## src/rtl/rwcm_pkg.sv

```systemverilog
// Constants, register map and carrier types for the reset, watchdog and clock monitor block
`default_nettype none

package rwcm_pkg;

  // ----------------------------------------------------------------
  // Register indices (byte address is four times the index)
  // ----------------------------------------------------------------
  localparam logic [7:0] IDX_OPTIONS2 = 8'h38;
  localparam logic [7:0] IDX_OPTIONS  = 8'h39;
  localparam logic [7:0] IDX_SERVICE  = 8'h3a;
  localparam logic [7:0] IDX_CAUSE    = 8'h3d;
  localparam logic [7:0] IDX_TEST     = 8'h3e;
  localparam logic [7:0] IDX_CONFIG   = 8'h3f;

  // ----------------------------------------------------------------
  // Field positions
  // ----------------------------------------------------------------
  localparam int CFG_WDOG_DIS   = 0;
  localparam int CFG_ROM_SEL    = 1;
  localparam int OPT_RATE_LO    = 0;
  localparam int OPT_RATE_HI    = 1;
  localparam int OPT_FORCE_MONITOR_ENABLE       = 2;
  localparam int OPT_CME        = 3;
  localparam int SYSTEM_OPTIONS_SECOND_PC_WOR    = 0;
  localparam int SYSTEM_OPTIONS_SECOND_STRETCH   = 1;
  localparam int SYSTEM_OPTIONS_SECOND_LIR_DRV   = 2;
  localparam int TEST_DISABLE_RESETS_BIT      = 0;
  localparam int CAUSE_EXT      = 0;
  localparam int CAUSE_WDOG     = 1;
  localparam int CAUSE_CMON     = 2;
  localparam int CAUSE_WIN_OPEN = 3;

  // ----------------------------------------------------------------
  // Values and reset states
  // ----------------------------------------------------------------
  localparam logic [7:0] SVC_ARM     = 8'h55;
  localparam logic [7:0] SVC_CLEAR   = 8'haa;
  localparam logic [1:0] RATE_RESET  = 2'h0;
  localparam logic [7:0] CONFIG_INIT = 8'h00;

  // ----------------------------------------------------------------
  // Timing
  // ----------------------------------------------------------------
  localparam int         CLK_PERIOD_NS = 10;
  localparam logic [2:0] DRIVE_CYCLES  = 3'h4;
  localparam logic [2:0] SAMPLE_DELAY  = 3'h2;
  localparam logic [2:0] SYNC_STAGES   = 3'h2;
  localparam logic [6:0] OPT_WINDOW    = 7'h40;
  localparam int         WD_BASE       = 32768;
  localparam int         CM_DELAY_NS   = 50000;
  localparam int         CM_CYCLES     = CM_DELAY_NS / CLK_PERIOD_NS;

  // ----------------------------------------------------------------
  // Types
  // ----------------------------------------------------------------
  typedef enum logic [1:0] {RS_IDLE, RS_DRIVE, RS_SETTLE, RS_EXT_HOLD} rwcm_rs_state_t;

  typedef struct packed {
    logic        cyc;
    logic        stb;
    logic        we;
    logic [7:0]  adr;
    logic [3:0]  sel;
    logic [31:0] dat;
  } rwcm_wb_req_t;

  typedef struct packed {
    logic        ack;
    logic [31:0] dat;
  } rwcm_wb_rsp_t;

endpackage

`default_nettype wire

```

## src/rtl/rwcm_top.sv

```systemverilog
// Reset pin sequencer, watchdog, clock monitor and option bits behind a Wishbone slave
//
// Functional notes
// - Internal reset drives the reset pin low four cycles, then releases it.
// - Two cycles after release sample pin: low means external, high means internal.
// - Normal modes: watchdog runs from reset; disable bit set turns it off.
// - Special modes: disable-resets bit starts set; software clears it to allow watchdog resets.
// - Configuration register: one write in normal modes, unlimited in special modes.
// - Watchdog timeout is 2^15, 2^17, 2^19 or 2^21 cycles by rate field.
// - Reset clears the rate field, selecting the shortest timeout.
// - Normal modes: protected option bits take one write within 64 cycles of reset.
// - Write 0x55 then 0xaa to the service register to restart the watchdog.
// - Enabled watchdog reaching timeout before service causes a system reset.
// - Enabled clock monitor resets the system when no clock edge comes in time.
// - Monitor enable bit is read/write anytime, one enables, reset clears it.
// - Force bit keeps the monitor enabled until next reset, overriding enable bit.
// - Monitor flags below 10 kHz and never at 200 kHz or faster.
// - Instruction-start output goes low per instruction, high between consecutive ones.
// - Drive bit enables push-pull output; resets to expanded-mode flag; expanded only.
// - Port C wired-OR bit set makes port C outputs open drain.
// - Stretch bit lengthens off-chip accesses in the selected range by one cycle.
`default_nettype none

module rwcm_top #(
  parameter int WD_BASE_CYCLES = rwcm_pkg::WD_BASE,
  parameter int CM_LIMIT       = rwcm_pkg::CM_CYCLES
) (
  // Clock and reset
  input  wire logic                  CLK,
  input  wire logic                  RSTN,
  // Register bus
  input  wire rwcm_pkg::rwcm_wb_req_t WB_REQ,
  output var  rwcm_pkg::rwcm_wb_rsp_t WB_RSP,
  // Reset pin and system reset
  input  wire logic                  RESET_PIN_I,
  output logic                       RESET_PIN_O,
  output logic                       RESET_PIN_OE,
  output logic                       SYS_RST_N,
  // Mode straps and monitored clock
  input  wire logic                  MODE_SPECIAL,
  input  wire logic                  MODE_EXPANDED,
  input  wire logic                  MON_CLK,
  // Instruction-start pin
  input  wire logic                  INSTR_START,
  output logic                       LIR_O,
  output logic                       LIR_OE,
  // Port C
  input  wire logic [7:0]            PORTC_DATA,
  input  wire logic [7:0]            PORTC_DIR,
  output logic      [7:0]            PORTC_O,
  output logic      [7:0]            PORTC_OE,
  // External access stretch
  input  wire logic                  EXT_ACC,
  input  wire logic                  EXT_ACC_HI,
  output logic                       E_STRETCH
);

  // ----------------------------------------------------------------
  // State
  // ----------------------------------------------------------------
  typedef struct packed {
    logic                     pin_s1;
    logic                     pin_s2;
    logic                     mclk_s1;
    logic                     mclk_s2;
    logic                     mclk_s3;
    logic [1:0]               mode_s1;
    logic [1:0]               mode_s2;
    logic                     mode_done;
    logic                     special;
    logic                     expanded;
    logic                     wdog_dis;
    logic                     rom_sel;
    logic                     cfg_written;
    logic [1:0]               rate;
    logic                     force_monitor_enable;
    logic                     clock_monitor_enable;
    logic                     opt_written;
    logic                     pc_wor;
    logic                     stretch_en;
    logic                     lir_drv;
    logic                     disable_resets_bit;
    logic [6:0]               win_cnt;
    logic                     svc_armed;
    logic [22:0]              wd_cnt;
    logic [15:0]              cm_cnt;
    rwcm_pkg::rwcm_rs_state_t rs_state;
    logic [2:0]               rs_cnt;
    logic [1:0]               pend_cause;
    logic [2:0]               cause;
    logic                     ack;
    logic [7:0]               rdat;
    logic                     pin_oe;
    logic                     sys_rst_n;
    logic                     lir_o;
    logic                     lir_pend;
    logic                     lir_oe;
    logic [7:0]               pc_o;
    logic [7:0]               pc_oe;
    logic                     e_stretch;
  } rwcm_state_t;

  rwcm_state_t st_reg;
  rwcm_state_t st_next;
  logic        rst_s1_reg;
  logic        rst_n;

  // ----------------------------------------------------------------
  // Reset release synchroniser
  // ----------------------------------------------------------------
  always_ff @(posedge CLK or negedge RSTN) begin
    if (!RSTN) begin
      rst_s1_reg <= 1'b0;
      rst_n      <= 1'b0;
    end else begin
      rst_s1_reg <= 1'b1;
      rst_n      <= rst_s1_reg;
    end
  end

  // ----------------------------------------------------------------
  // Combinational helpers
  // ----------------------------------------------------------------
  logic        in_reset;
  logic        wd_enable;
  logic        cm_active;
  logic        cm_edge;
  logic        wd_trig;
  logic        cm_trig;
  logic [22:0] wd_limit;
  logic        wr;
  logic        rd_req;
  logic        win_open;
  logic [7:0]  wdat;

  always_comb begin
    in_reset  = st_reg.rs_state != rwcm_pkg::RS_IDLE;
    wd_enable = st_reg.mode_done & ~st_reg.wdog_dis & ~(st_reg.special & st_reg.disable_resets_bit);
    cm_active = st_reg.clock_monitor_enable | st_reg.force_monitor_enable;
    cm_edge   = st_reg.mclk_s2 ^ st_reg.mclk_s3;
    // Shift by twice the rate: 2^15, 2^17, 2^19, 2^21
    wd_limit  = 23'(WD_BASE_CYCLES) << {st_reg.rate, 1'b0};
    wd_trig   = wd_enable & (st_reg.wd_cnt == wd_limit - 23'h1);
    cm_trig   = cm_active & (st_reg.cm_cnt == 16'(CM_LIMIT - 1));
    rd_req    = WB_REQ.cyc & WB_REQ.stb & ~st_reg.ack;
    // Write lands on the edge where the master sees ack
    wr        = WB_REQ.cyc & WB_REQ.stb & WB_REQ.we & WB_REQ.sel[0] & st_reg.ack & ~in_reset;
    wdat      = WB_REQ.dat[7:0];
    win_open  = st_reg.special | (~st_reg.opt_written & (st_reg.win_cnt < rwcm_pkg::OPT_WINDOW));
  end

  // ----------------------------------------------------------------
  // Next state
  // ----------------------------------------------------------------
  always_comb begin
    st_next = st_reg;

    // Pin synchronisers
    st_next.pin_s1  = RESET_PIN_I;
    st_next.pin_s2  = st_reg.pin_s1;
    st_next.mclk_s1 = MON_CLK;
    st_next.mclk_s2 = st_reg.mclk_s1;
    st_next.mclk_s3 = st_reg.mclk_s2;
    st_next.mode_s1 = {MODE_EXPANDED, MODE_SPECIAL};
    st_next.mode_s2 = st_reg.mode_s1;

    // Straps caught once the synchroniser holds a settled value
    if (!st_reg.mode_done && st_reg.win_cnt == 7'(rwcm_pkg::SYNC_STAGES)) begin
      st_next.mode_done = 1'b1;
      st_next.special   = st_reg.mode_s2[0];
      st_next.expanded  = st_reg.mode_s2[1];
      st_next.disable_resets_bit      = st_reg.mode_s2[0];
      st_next.lir_drv   = st_reg.mode_s2[1];
    end

    if (st_reg.win_cnt != rwcm_pkg::OPT_WINDOW) begin
      st_next.win_cnt = st_reg.win_cnt + 7'h1;
    end

    // Watchdog counter
    if (!wd_enable || wd_trig) begin
      st_next.wd_cnt = '0;
    end else begin
      st_next.wd_cnt = st_reg.wd_cnt + 23'h1;
    end

    // Clock monitor: cycles since last monitored edge
    if (!cm_active || cm_edge || cm_trig) begin
      st_next.cm_cnt = '0;
    end else begin
      st_next.cm_cnt = st_reg.cm_cnt + 16'h1;
    end

    // Bus slave
    st_next.ack = rd_req;
    if (rd_req) begin
      unique case (WB_REQ.adr)
        rwcm_pkg::IDX_CONFIG:   st_next.rdat = {6'h00, st_reg.rom_sel, st_reg.wdog_dis};
        rwcm_pkg::IDX_OPTIONS:  st_next.rdat = {4'h0, st_reg.clock_monitor_enable, st_reg.force_monitor_enable, st_reg.rate};
        rwcm_pkg::IDX_OPTIONS2: st_next.rdat = {5'h00, st_reg.lir_drv, st_reg.stretch_en, st_reg.pc_wor};
        rwcm_pkg::IDX_TEST:     st_next.rdat = {7'h00, st_reg.disable_resets_bit};
        rwcm_pkg::IDX_CAUSE:    st_next.rdat = {4'h0, win_open, st_reg.cause};
        default:                st_next.rdat = 8'h00;
      endcase
    end

    if (wr) begin
      unique case (WB_REQ.adr)
        rwcm_pkg::IDX_CONFIG: begin
          if (st_reg.special || !st_reg.cfg_written) begin
            st_next.wdog_dis    = wdat[rwcm_pkg::CFG_WDOG_DIS];
            st_next.rom_sel     = wdat[rwcm_pkg::CFG_ROM_SEL];
            st_next.cfg_written = 1'b1;
          end
        end
        rwcm_pkg::IDX_OPTIONS: begin
          st_next.clock_monitor_enable = wdat[rwcm_pkg::OPT_CME];
          if (win_open) begin
            st_next.rate        = wdat[rwcm_pkg::OPT_RATE_HI:rwcm_pkg::OPT_RATE_LO];
            st_next.opt_written = 1'b1;
          end
          // Force can only be raised; it falls only at the next reset
          if (wdat[rwcm_pkg::OPT_FORCE_MONITOR_ENABLE]) begin
            st_next.force_monitor_enable = 1'b1;
          end
        end
        rwcm_pkg::IDX_OPTIONS2: begin
          st_next.pc_wor     = wdat[rwcm_pkg::SYSTEM_OPTIONS_SECOND_PC_WOR];
          st_next.stretch_en = wdat[rwcm_pkg::SYSTEM_OPTIONS_SECOND_STRETCH];
          st_next.lir_drv    = wdat[rwcm_pkg::SYSTEM_OPTIONS_SECOND_LIR_DRV];
        end
        rwcm_pkg::IDX_TEST: begin
          if (st_reg.special) begin
            st_next.disable_resets_bit = wdat[rwcm_pkg::TEST_DISABLE_RESETS_BIT];
          end
        end
        rwcm_pkg::IDX_SERVICE: begin
          if (wdat == rwcm_pkg::SVC_ARM) begin
            st_next.svc_armed = 1'b1;
          end else if (wdat == rwcm_pkg::SVC_CLEAR && st_reg.svc_armed) begin
            st_next.svc_armed = 1'b0;
            st_next.wd_cnt    = '0;
          end
        end
        default: begin
        end
      endcase
    end

    // Reset sequencer
    st_next.rs_cnt = st_reg.rs_cnt + 3'h1;
    unique case (st_reg.rs_state)
      rwcm_pkg::RS_IDLE: begin
        st_next.rs_cnt = '0;
        if (!st_reg.pin_s2) begin
          st_next.rs_state = rwcm_pkg::RS_EXT_HOLD;
          st_next.cause    = 3'h1 << rwcm_pkg::CAUSE_EXT;
        end else if (cm_trig || wd_trig) begin
          st_next.rs_state   = rwcm_pkg::RS_DRIVE;
          st_next.pend_cause = {cm_trig, ~cm_trig};
        end
      end
      rwcm_pkg::RS_DRIVE: begin
        if (st_reg.rs_cnt == rwcm_pkg::DRIVE_CYCLES - 3'h1) begin
          st_next.rs_state = rwcm_pkg::RS_SETTLE;
          st_next.rs_cnt   = '0;
        end
      end
      rwcm_pkg::RS_SETTLE: begin
        // Synchroniser delay added so the sample reflects the pin two cycles after release
        if (st_reg.rs_cnt == rwcm_pkg::SAMPLE_DELAY + rwcm_pkg::SYNC_STAGES - 3'h1) begin
          if (!st_reg.pin_s2) begin
            st_next.rs_state = rwcm_pkg::RS_EXT_HOLD;
            st_next.cause    = 3'h1 << rwcm_pkg::CAUSE_EXT;
          end else begin
            st_next.rs_state = rwcm_pkg::RS_IDLE;
            st_next.cause    = {st_reg.pend_cause, 1'b0};
          end
        end
      end
      rwcm_pkg::RS_EXT_HOLD: begin
        if (st_reg.pin_s2) begin
          st_next.rs_state = rwcm_pkg::RS_IDLE;
        end
      end
    endcase
    st_next.pin_oe    = st_next.rs_state == rwcm_pkg::RS_DRIVE;
    st_next.sys_rst_n = st_next.rs_state == rwcm_pkg::RS_IDLE;

    // System reset returns the block to its reset state; config and cause survive
    if (in_reset) begin
      st_next.rate        = rwcm_pkg::RATE_RESET;
      st_next.clock_monitor_enable         = 1'b0;
      st_next.force_monitor_enable        = 1'b0;
      st_next.svc_armed   = 1'b0;
      st_next.wd_cnt      = '0;
      st_next.cm_cnt      = '0;
      st_next.win_cnt     = '0;
      st_next.opt_written = 1'b0;
      st_next.cfg_written = 1'b0;
      st_next.pc_wor      = 1'b0;
      st_next.stretch_en  = 1'b0;
      st_next.mode_done   = 1'b0;
    end

    // Instruction start: one low cycle, forced high cycle between back-to-back starts
    st_next.lir_o    = 1'b1;
    st_next.lir_pend = 1'b0;
    if (INSTR_START && !st_reg.lir_o) begin
      st_next.lir_pend = 1'b1;
    end else if (INSTR_START || st_reg.lir_pend) begin
      st_next.lir_o = 1'b0;
    end
    st_next.lir_oe = st_reg.lir_drv & st_reg.expanded;

    // Port C drive
    st_next.pc_o  = st_reg.pc_wor ? 8'h00 : PORTC_DATA;
    st_next.pc_oe = st_reg.pc_wor ? (PORTC_DIR & ~PORTC_DATA) : PORTC_DIR;

    // One extra E cycle for off-chip accesses in the selected range
    st_next.e_stretch = st_reg.stretch_en & st_reg.expanded & EXT_ACC & (EXT_ACC_HI == st_reg.rom_sel);
  end

  // ----------------------------------------------------------------
  // State register
  // ----------------------------------------------------------------
  always_ff @(posedge CLK or negedge rst_n) begin
    if (!rst_n) begin
      st_reg             <= '0;
      st_reg.pin_s1      <= 1'b1;
      st_reg.pin_s2      <= 1'b1;
      st_reg.wdog_dis    <= rwcm_pkg::CONFIG_INIT[rwcm_pkg::CFG_WDOG_DIS];
      st_reg.rom_sel     <= rwcm_pkg::CONFIG_INIT[rwcm_pkg::CFG_ROM_SEL];
      st_reg.rs_state    <= rwcm_pkg::RS_IDLE;
      st_reg.sys_rst_n   <= 1'b1;
      st_reg.lir_o       <= 1'b1;
    end else begin
      st_reg <= st_next;
    end
  end

  // ----------------------------------------------------------------
  // Outputs
  // ----------------------------------------------------------------
  assign WB_RSP       = '{ack: st_reg.ack, dat: {24'h000000, st_reg.rdat}};
  assign RESET_PIN_O  = 1'b0;
  assign RESET_PIN_OE = st_reg.pin_oe;
  assign SYS_RST_N    = st_reg.sys_rst_n;
  assign LIR_O        = st_reg.lir_o;
  assign LIR_OE       = st_reg.lir_oe;
  assign PORTC_O      = st_reg.pc_o;
  assign PORTC_OE     = st_reg.pc_oe;
  assign E_STRETCH    = st_reg.e_stretch;

endmodule

`default_nettype wire

```

## config.mk

```make
export PLATFORM = sky130hd
export DESIGN_NAME = rwcm_top
export DESIGN_NICKNAME = d
export VERILOG_FILES = /design/src/rtl/rwcm_pkg.sv /design/src/rtl/rwcm_top.sv
export SDC_FILE = /design/constraint.sdc
export NUM_CORES = 1
export LEC_CHECK = 0
export BUFFER_PORTS_ARGS = -buffer_cell sky130_fd_sc_hd__buf_2
export CAP_MARGIN = 20
export CORE_UTILIZATION = 54
export CTS_BUF_LIST = sky130_fd_sc_hd__clkbuf_16
export DETAILED_ROUTE_END_ITERATION = 8
export PLACE_DENSITY = 0.81
export SYNTH_ARGS = -nofsm -noshare
export SYNTH_HDL_FRONTEND = slang
export SYNTH_SLANG_ARGS = --single-unit
```

## constraint.sdc

```tcl
create_clock -name CLK -period 4.43 [get_ports CLK]
set_input_delay 0.886 -clock CLK [delete_from_list [all_inputs] [get_ports CLK]]
set_output_delay 0.886 -clock CLK [all_outputs]
set_load 0.01 [all_outputs]
```

After elaboration in Yosys (flattened, before gate mapping). Index checks and enable logic that the tools add are counted.

Flip-flop bits (word level): 114. Input port bits: 72.

Add/sub/neg operators: 5. $lt $le $gt $ge: 1. Eq/ne operators: 20. Shifts and indexed selects: 1. Mux-type cells: 41. Bitwise operators: 27. Reductions and logical operators: 38.

Operator list (count): 2-to-1 mux 24 bit (3); == test 8 x 6 -> 1 bit (second input constant) (6); 2-to-1 mux 47 bit (1); 2-to-1 mux 23 bit (2); 2-to-1 mux 8 bit (3); nonzero test 2 bit (12); adder 23 x 1 -> 23 bit (second input constant) (1); == test 23 bit (1); << shifter 16 x 3 -> 23 bit (first input constant) (1); subtractor 23 x 1 -> 23 bit (second input constant) (1); AND reduction 3 bit (7); one-hot mux 4 bit (5 select lines) (1); adder 16 x 1 -> 16 bit (second input constant) (1); AND 1 bit (16); == test 16 x 13 -> 1 bit (second input constant) (1); 2-to-1 mux 16 bit (1); 2-to-1 mux 3 bit (5); 2-to-1 mux 2 bit (7); one-hot mux 3 bit (2 select lines) (2); 2-to-1 mux 1 bit (11); 2-to-1 mux 10 bit (1); 2-to-1 mux 5 bit (2); AND 8 bit (1); == test 8 x 7 -> 1 bit (second input constant) (1); other kinds (23) (45).

Longest topological paths before layout.
Word-level depth: 11. Depth in mapped cells: 8.

Least setup slack after synthesis. OpenSTA, ideal clock, no wires.

Path kind: in2reg. From: in WB_REQ[42] in the netlist's numbering. To: reg st_reg[68] in the netlist's numbering. Library setup time: 0.121 ns. Arrival: 2.100 ns. Setup slack: 2.209 ns. Stages on the path: 6. Buffers on the path: 1. Cell sequence: and4bb_2 nand2_1 nor4_2 a211o_1 buf_2 nor2_1.

RTL lines: from (decl) (line rwcm_top.sv:32) `input wire rwcm_pkg::rwcm_wb_req_t WB_REQ,`; to (signal assigned) (line rwcm_top.sv:338) `st_reg <= st_next;`; to (decl) (line rwcm_top.sv:103) `rwcm_state_t st_reg;`.

==> insert_results.sql <==
INSERT INTO impl_metrics (metric_group, metric, value, unit) VALUES
('outcome', 'run_status', 'completed', ''),
('detailed_routing', 'detailed_route_iter0_violations', '189', ''),
('yosys', 'dominant_combinational_cell_family_by_area_after_synthesis', 'simple AND/OR/NAND/NOR gates', ''),
('final_layout', 'diodes', '0', ''),
('yosys', 'seq_area_frac_synth', '51.27', '%'),
('yosys', 'avgSynthCellArea', '10.17', 'um^2'),
('yosys', 'yosys.area_share.xor_xnor', '6.513', '%'),
('yosys', 'postSynth.topFlopCell', 'sky130_fd_sc_hd__dfrtp_1', ''),
('final_layout', 'flow.area_growth_from_synthesis', '9.467', '%'),
('floorplan', 'placement_rows', '36', ''),
('floorplan', 'floorplan.die.width', '101.8', 'um'),
('cts', 'hold_buffers', '0', ''),
('job', 'cap_viol_max_count', '0', ''),
('final_layout', 'fin_nets', '657', ''),
('setup_path', 'timing.critical_path.from_type', 'input pin', ''),
('detailed_routing', 'post_route_antenna_net_violation_count', '0', ''),
('detailed_routing', 'total_wirelength', '9968', 'um'),
('sta', 'max_freq', '385.6', 'MHz'),
('power', 'power.leakage', '2.620', 'nW'),
('final_layout', 'final_core_util', '60.52', '%'),
('yosys', 'synthesis.yosys.warnings', '0', ''),
('floorplan', 'dieHeight', '101.8', 'um'),
('setup_path', 'critical-path-slowest-cell', 'sky130_fd_sc_hd__a211o_1', ''),
('sta', 'finalCriticalPeriod', '2593', 'ps'),
('sta', 'period_share', '58.54', '%'),
('sta', 'fin_worst_hold_slack', '302.7', 'ps'),
('detailed_routing', 'drt-wirelength-per-cell', '13.96', 'um'),
('placed_design', 'place.port_buffers', '70', ''),
('setup_path', 'crit_path_dat', '2800', 'ps'),
('global_routing', 'grt_start_max_net_pins', '58', ''),
('cts', 'clock_tree_from_tritoncts', 'done', ''),
('yosys', 'yosys.area.top_type', 'sky130_fd_sc_hd__dfrtp_1', ''),
('setup_path', 'cpLargestDelayFamily', 'simple AND/OR/NAND/NOR gates', ''),
('final_layout', 'largest_register_ff_count', '77', ''),
('global_routing', 'aggregate_global_routing_overflow', '0', ''),
('sta', 'max_clock_skew', '8.601', 'ps'),
('cts', 'cts.repair_timing.setup_buffer_count', '0', ''),
('min_path', 'min_path_type', 'input pin to asynchronous set/reset pin', ''),
('global_routing', 'global_route.usage.total', '20.90', '%'),
('sta', 'unrepaired_setup_endpoints_after_global_routing', 'no', ''),
('cts', 'cts_max_level', '3', ''),
('global_routing', 'grt_pass1_vias', '3616', ''),
('cts', 'worst_skew_pair.late_latency', '350', 'ps'),
('yosys', 'yosys.area_share.adder', '2.094', '%'),
('sta', 'tightest_slew', '718.6', 'ps'),
('yosys', 'post_synth_main_area_contributors', 'sky130_fd_sc_hd__dfrtp_1 (49%), sky130_fd_sc_hd__buf_4 (7.0%), sky130_fd_sc_hd__nor2_1 (5.5%)', ''),
('yosys', 'synthSimpleGateAreaFrac', '19.98', '%'),
('cts', 'cts_max_path_buffers', '2', ''),
('setup_path', 'worstPathRequired', '4630', 'ps'),
('detailed_routing', 'route.detailed.drc', '0', ''),
('sta', 'pins_over_slew_limit', '0', ''),
('power', 'power-per-cell-area', '393.9', 'nW/um^2'),
('cts', 'numClockSinks', '110', ''),
('yosys', 'synth_most_common_cell', 'sky130_fd_sc_hd__dfrtp_1', ''),
('sta', 'timing.max_slew.rel_slack', '52.09', '%'),
('yosys', 'async_reset_ff_share', '100.0', '%'),
('floorplan', 'dieArea', '10360', 'um^2'),
('setup_path', 'timing.critical_path.slowest_cell_delay', '600', 'ps'),
('floorplan', 'floorplan.initialDensity', '55.29', '%'),
('placed_design', 'place.detailed.hpwl', '7088', 'um'),
('sta', 'timing_hold_violations_final', '0', ''),
('detailed_routing', 'post_drt_via_cell_ratio', '5.199', ''),
('setup_path', 'critPathKind', 'input pin to register', ''),
('yosys', 'yosysTopAreaCellShare', '49.31', '%'),
('yosys', 'synth.mux.area_fraction', '3.512', '%'),
('yosys', 'synth_compound_area_share', '7.118', '%'),
('setup_path', 'cp_cell_sequence', 'buf_2 -> and4bb_2 -> nand2_1 -> nor4_2 -> a211o_1 -> nor2_1', ''),
('setup_path', 'worst_path_maximum_fanout', '20', ''),
('setup_path', 'crit_path_end_kind', 'register', ''),
('detailed_routing', 'drt_first_pass_iters', '4', ''),
('yosys', 'yosysUniqueCellTypes', '58', '');
==> final cells by class <==
class / count / area [um^2]
clock buffer: 9 / 225.2
tap: 133 / 166.4
timing repair buffer: 71 / 357.8
inverter: 20 / 75.07
multi-input combinational: 364 / 2222
fill: 795 / 3841
sequential: 110 / 2761
clock inverter: 7 / 80.08
==> placed cells by master, fill, tap and decap left out, drive strengths merged, types with 3 or more instances in the layout <==
| master | count |
|---|---|
| o21ai | 16 |
| mux2 | 7 |
| a21oi | 8 |
| and2 | 6 |
| xor2 | 24 |
| nor4b | 3 |
| clkbuf | 9 |
| conb | 30 |
| nand4 | 11 |
| inv | 23 |
| a21boi | 10 |
| buf | 71 |
| and4 | 3 |
| ha | 9 |
| nor2b | 12 |
| dfstp | 4 |
| dfrtp | 106 |
| nand2 | 34 |
| mux2i | 11 |
| and3 | 8 |
| nor4 | 6 |
| nand2b | 4 |
| xnor2 | 16 |
| nand3 | 23 |
| nor3 | 11 |
| nor2 | 79 |
==> metrics by stage <==
| step | area [um^2] | instances | setup slack, ps | power [W] |
|---|---|---|---|---|
| final | 5888 | 714 | 1837 | 0.002320 |
| after global routing | 5888 | 714 | 1671 | 0.002448 |
| after CTS | 5888 | 714 | 1869 | 0.002335 |
| after detailed placement | 5583 | 698 | 1549 | 0.001510 |
| after global placement | 5583 | 698 | 1657 | 0.001491 |
| after floorplan | 5484 | 557 | 1146 | 0.001432 |
==> metal layers <==
layer	part of all wire (%)	up-vias	track usage, %	routed length (um)
met5	0	-	0	0
met4	1.2	0	6.355	121
met3	4.5	11	4.072	449
met2	51	109	36.75	5036
met1	44	1795	26.02	4361
li1	-	1797	-	-
==> final timing paths <==
kind                              start           to  slack (ps)  cells past startpoint
setup reg to reg             st_reg[96]   st_reg[69]        1860                      7
hold reg to reg            st_next[104]  st_reg[104]         350                      0
min in group CLK           st_next[104]  st_reg[104]         350                      0
hold / removal                     RSTN        rst_n         300                      1
setup / recovery             WB_REQ[42]   st_reg[69]        1840                      6
max in group asynchronous         rst_n    WB_RSP[2]        2910                      1
==> kinds of logic after synthesis <==
| kind of cell | Yosys count |
|---|---|
| AO/OA/AOI/OAI | 56 |
| AND/OR/NAND/NOR | 211 |
| multiplexers | 18 |
| flip-flops | 110 |
| adder cells (fa/ha/maj) | 9 |
| XOR/XNOR | 40 |
| other | 2 |
| buffers and inverters | 83 |
==> power by group <==
group / internal (W) / switching (W)
registers: 0.00109 / 0.0000721
clock network: 0.000447 / 0.000387
logic: 0.000134 / 0.000188
No activity file was read; power rests on OpenSTA's default activity.
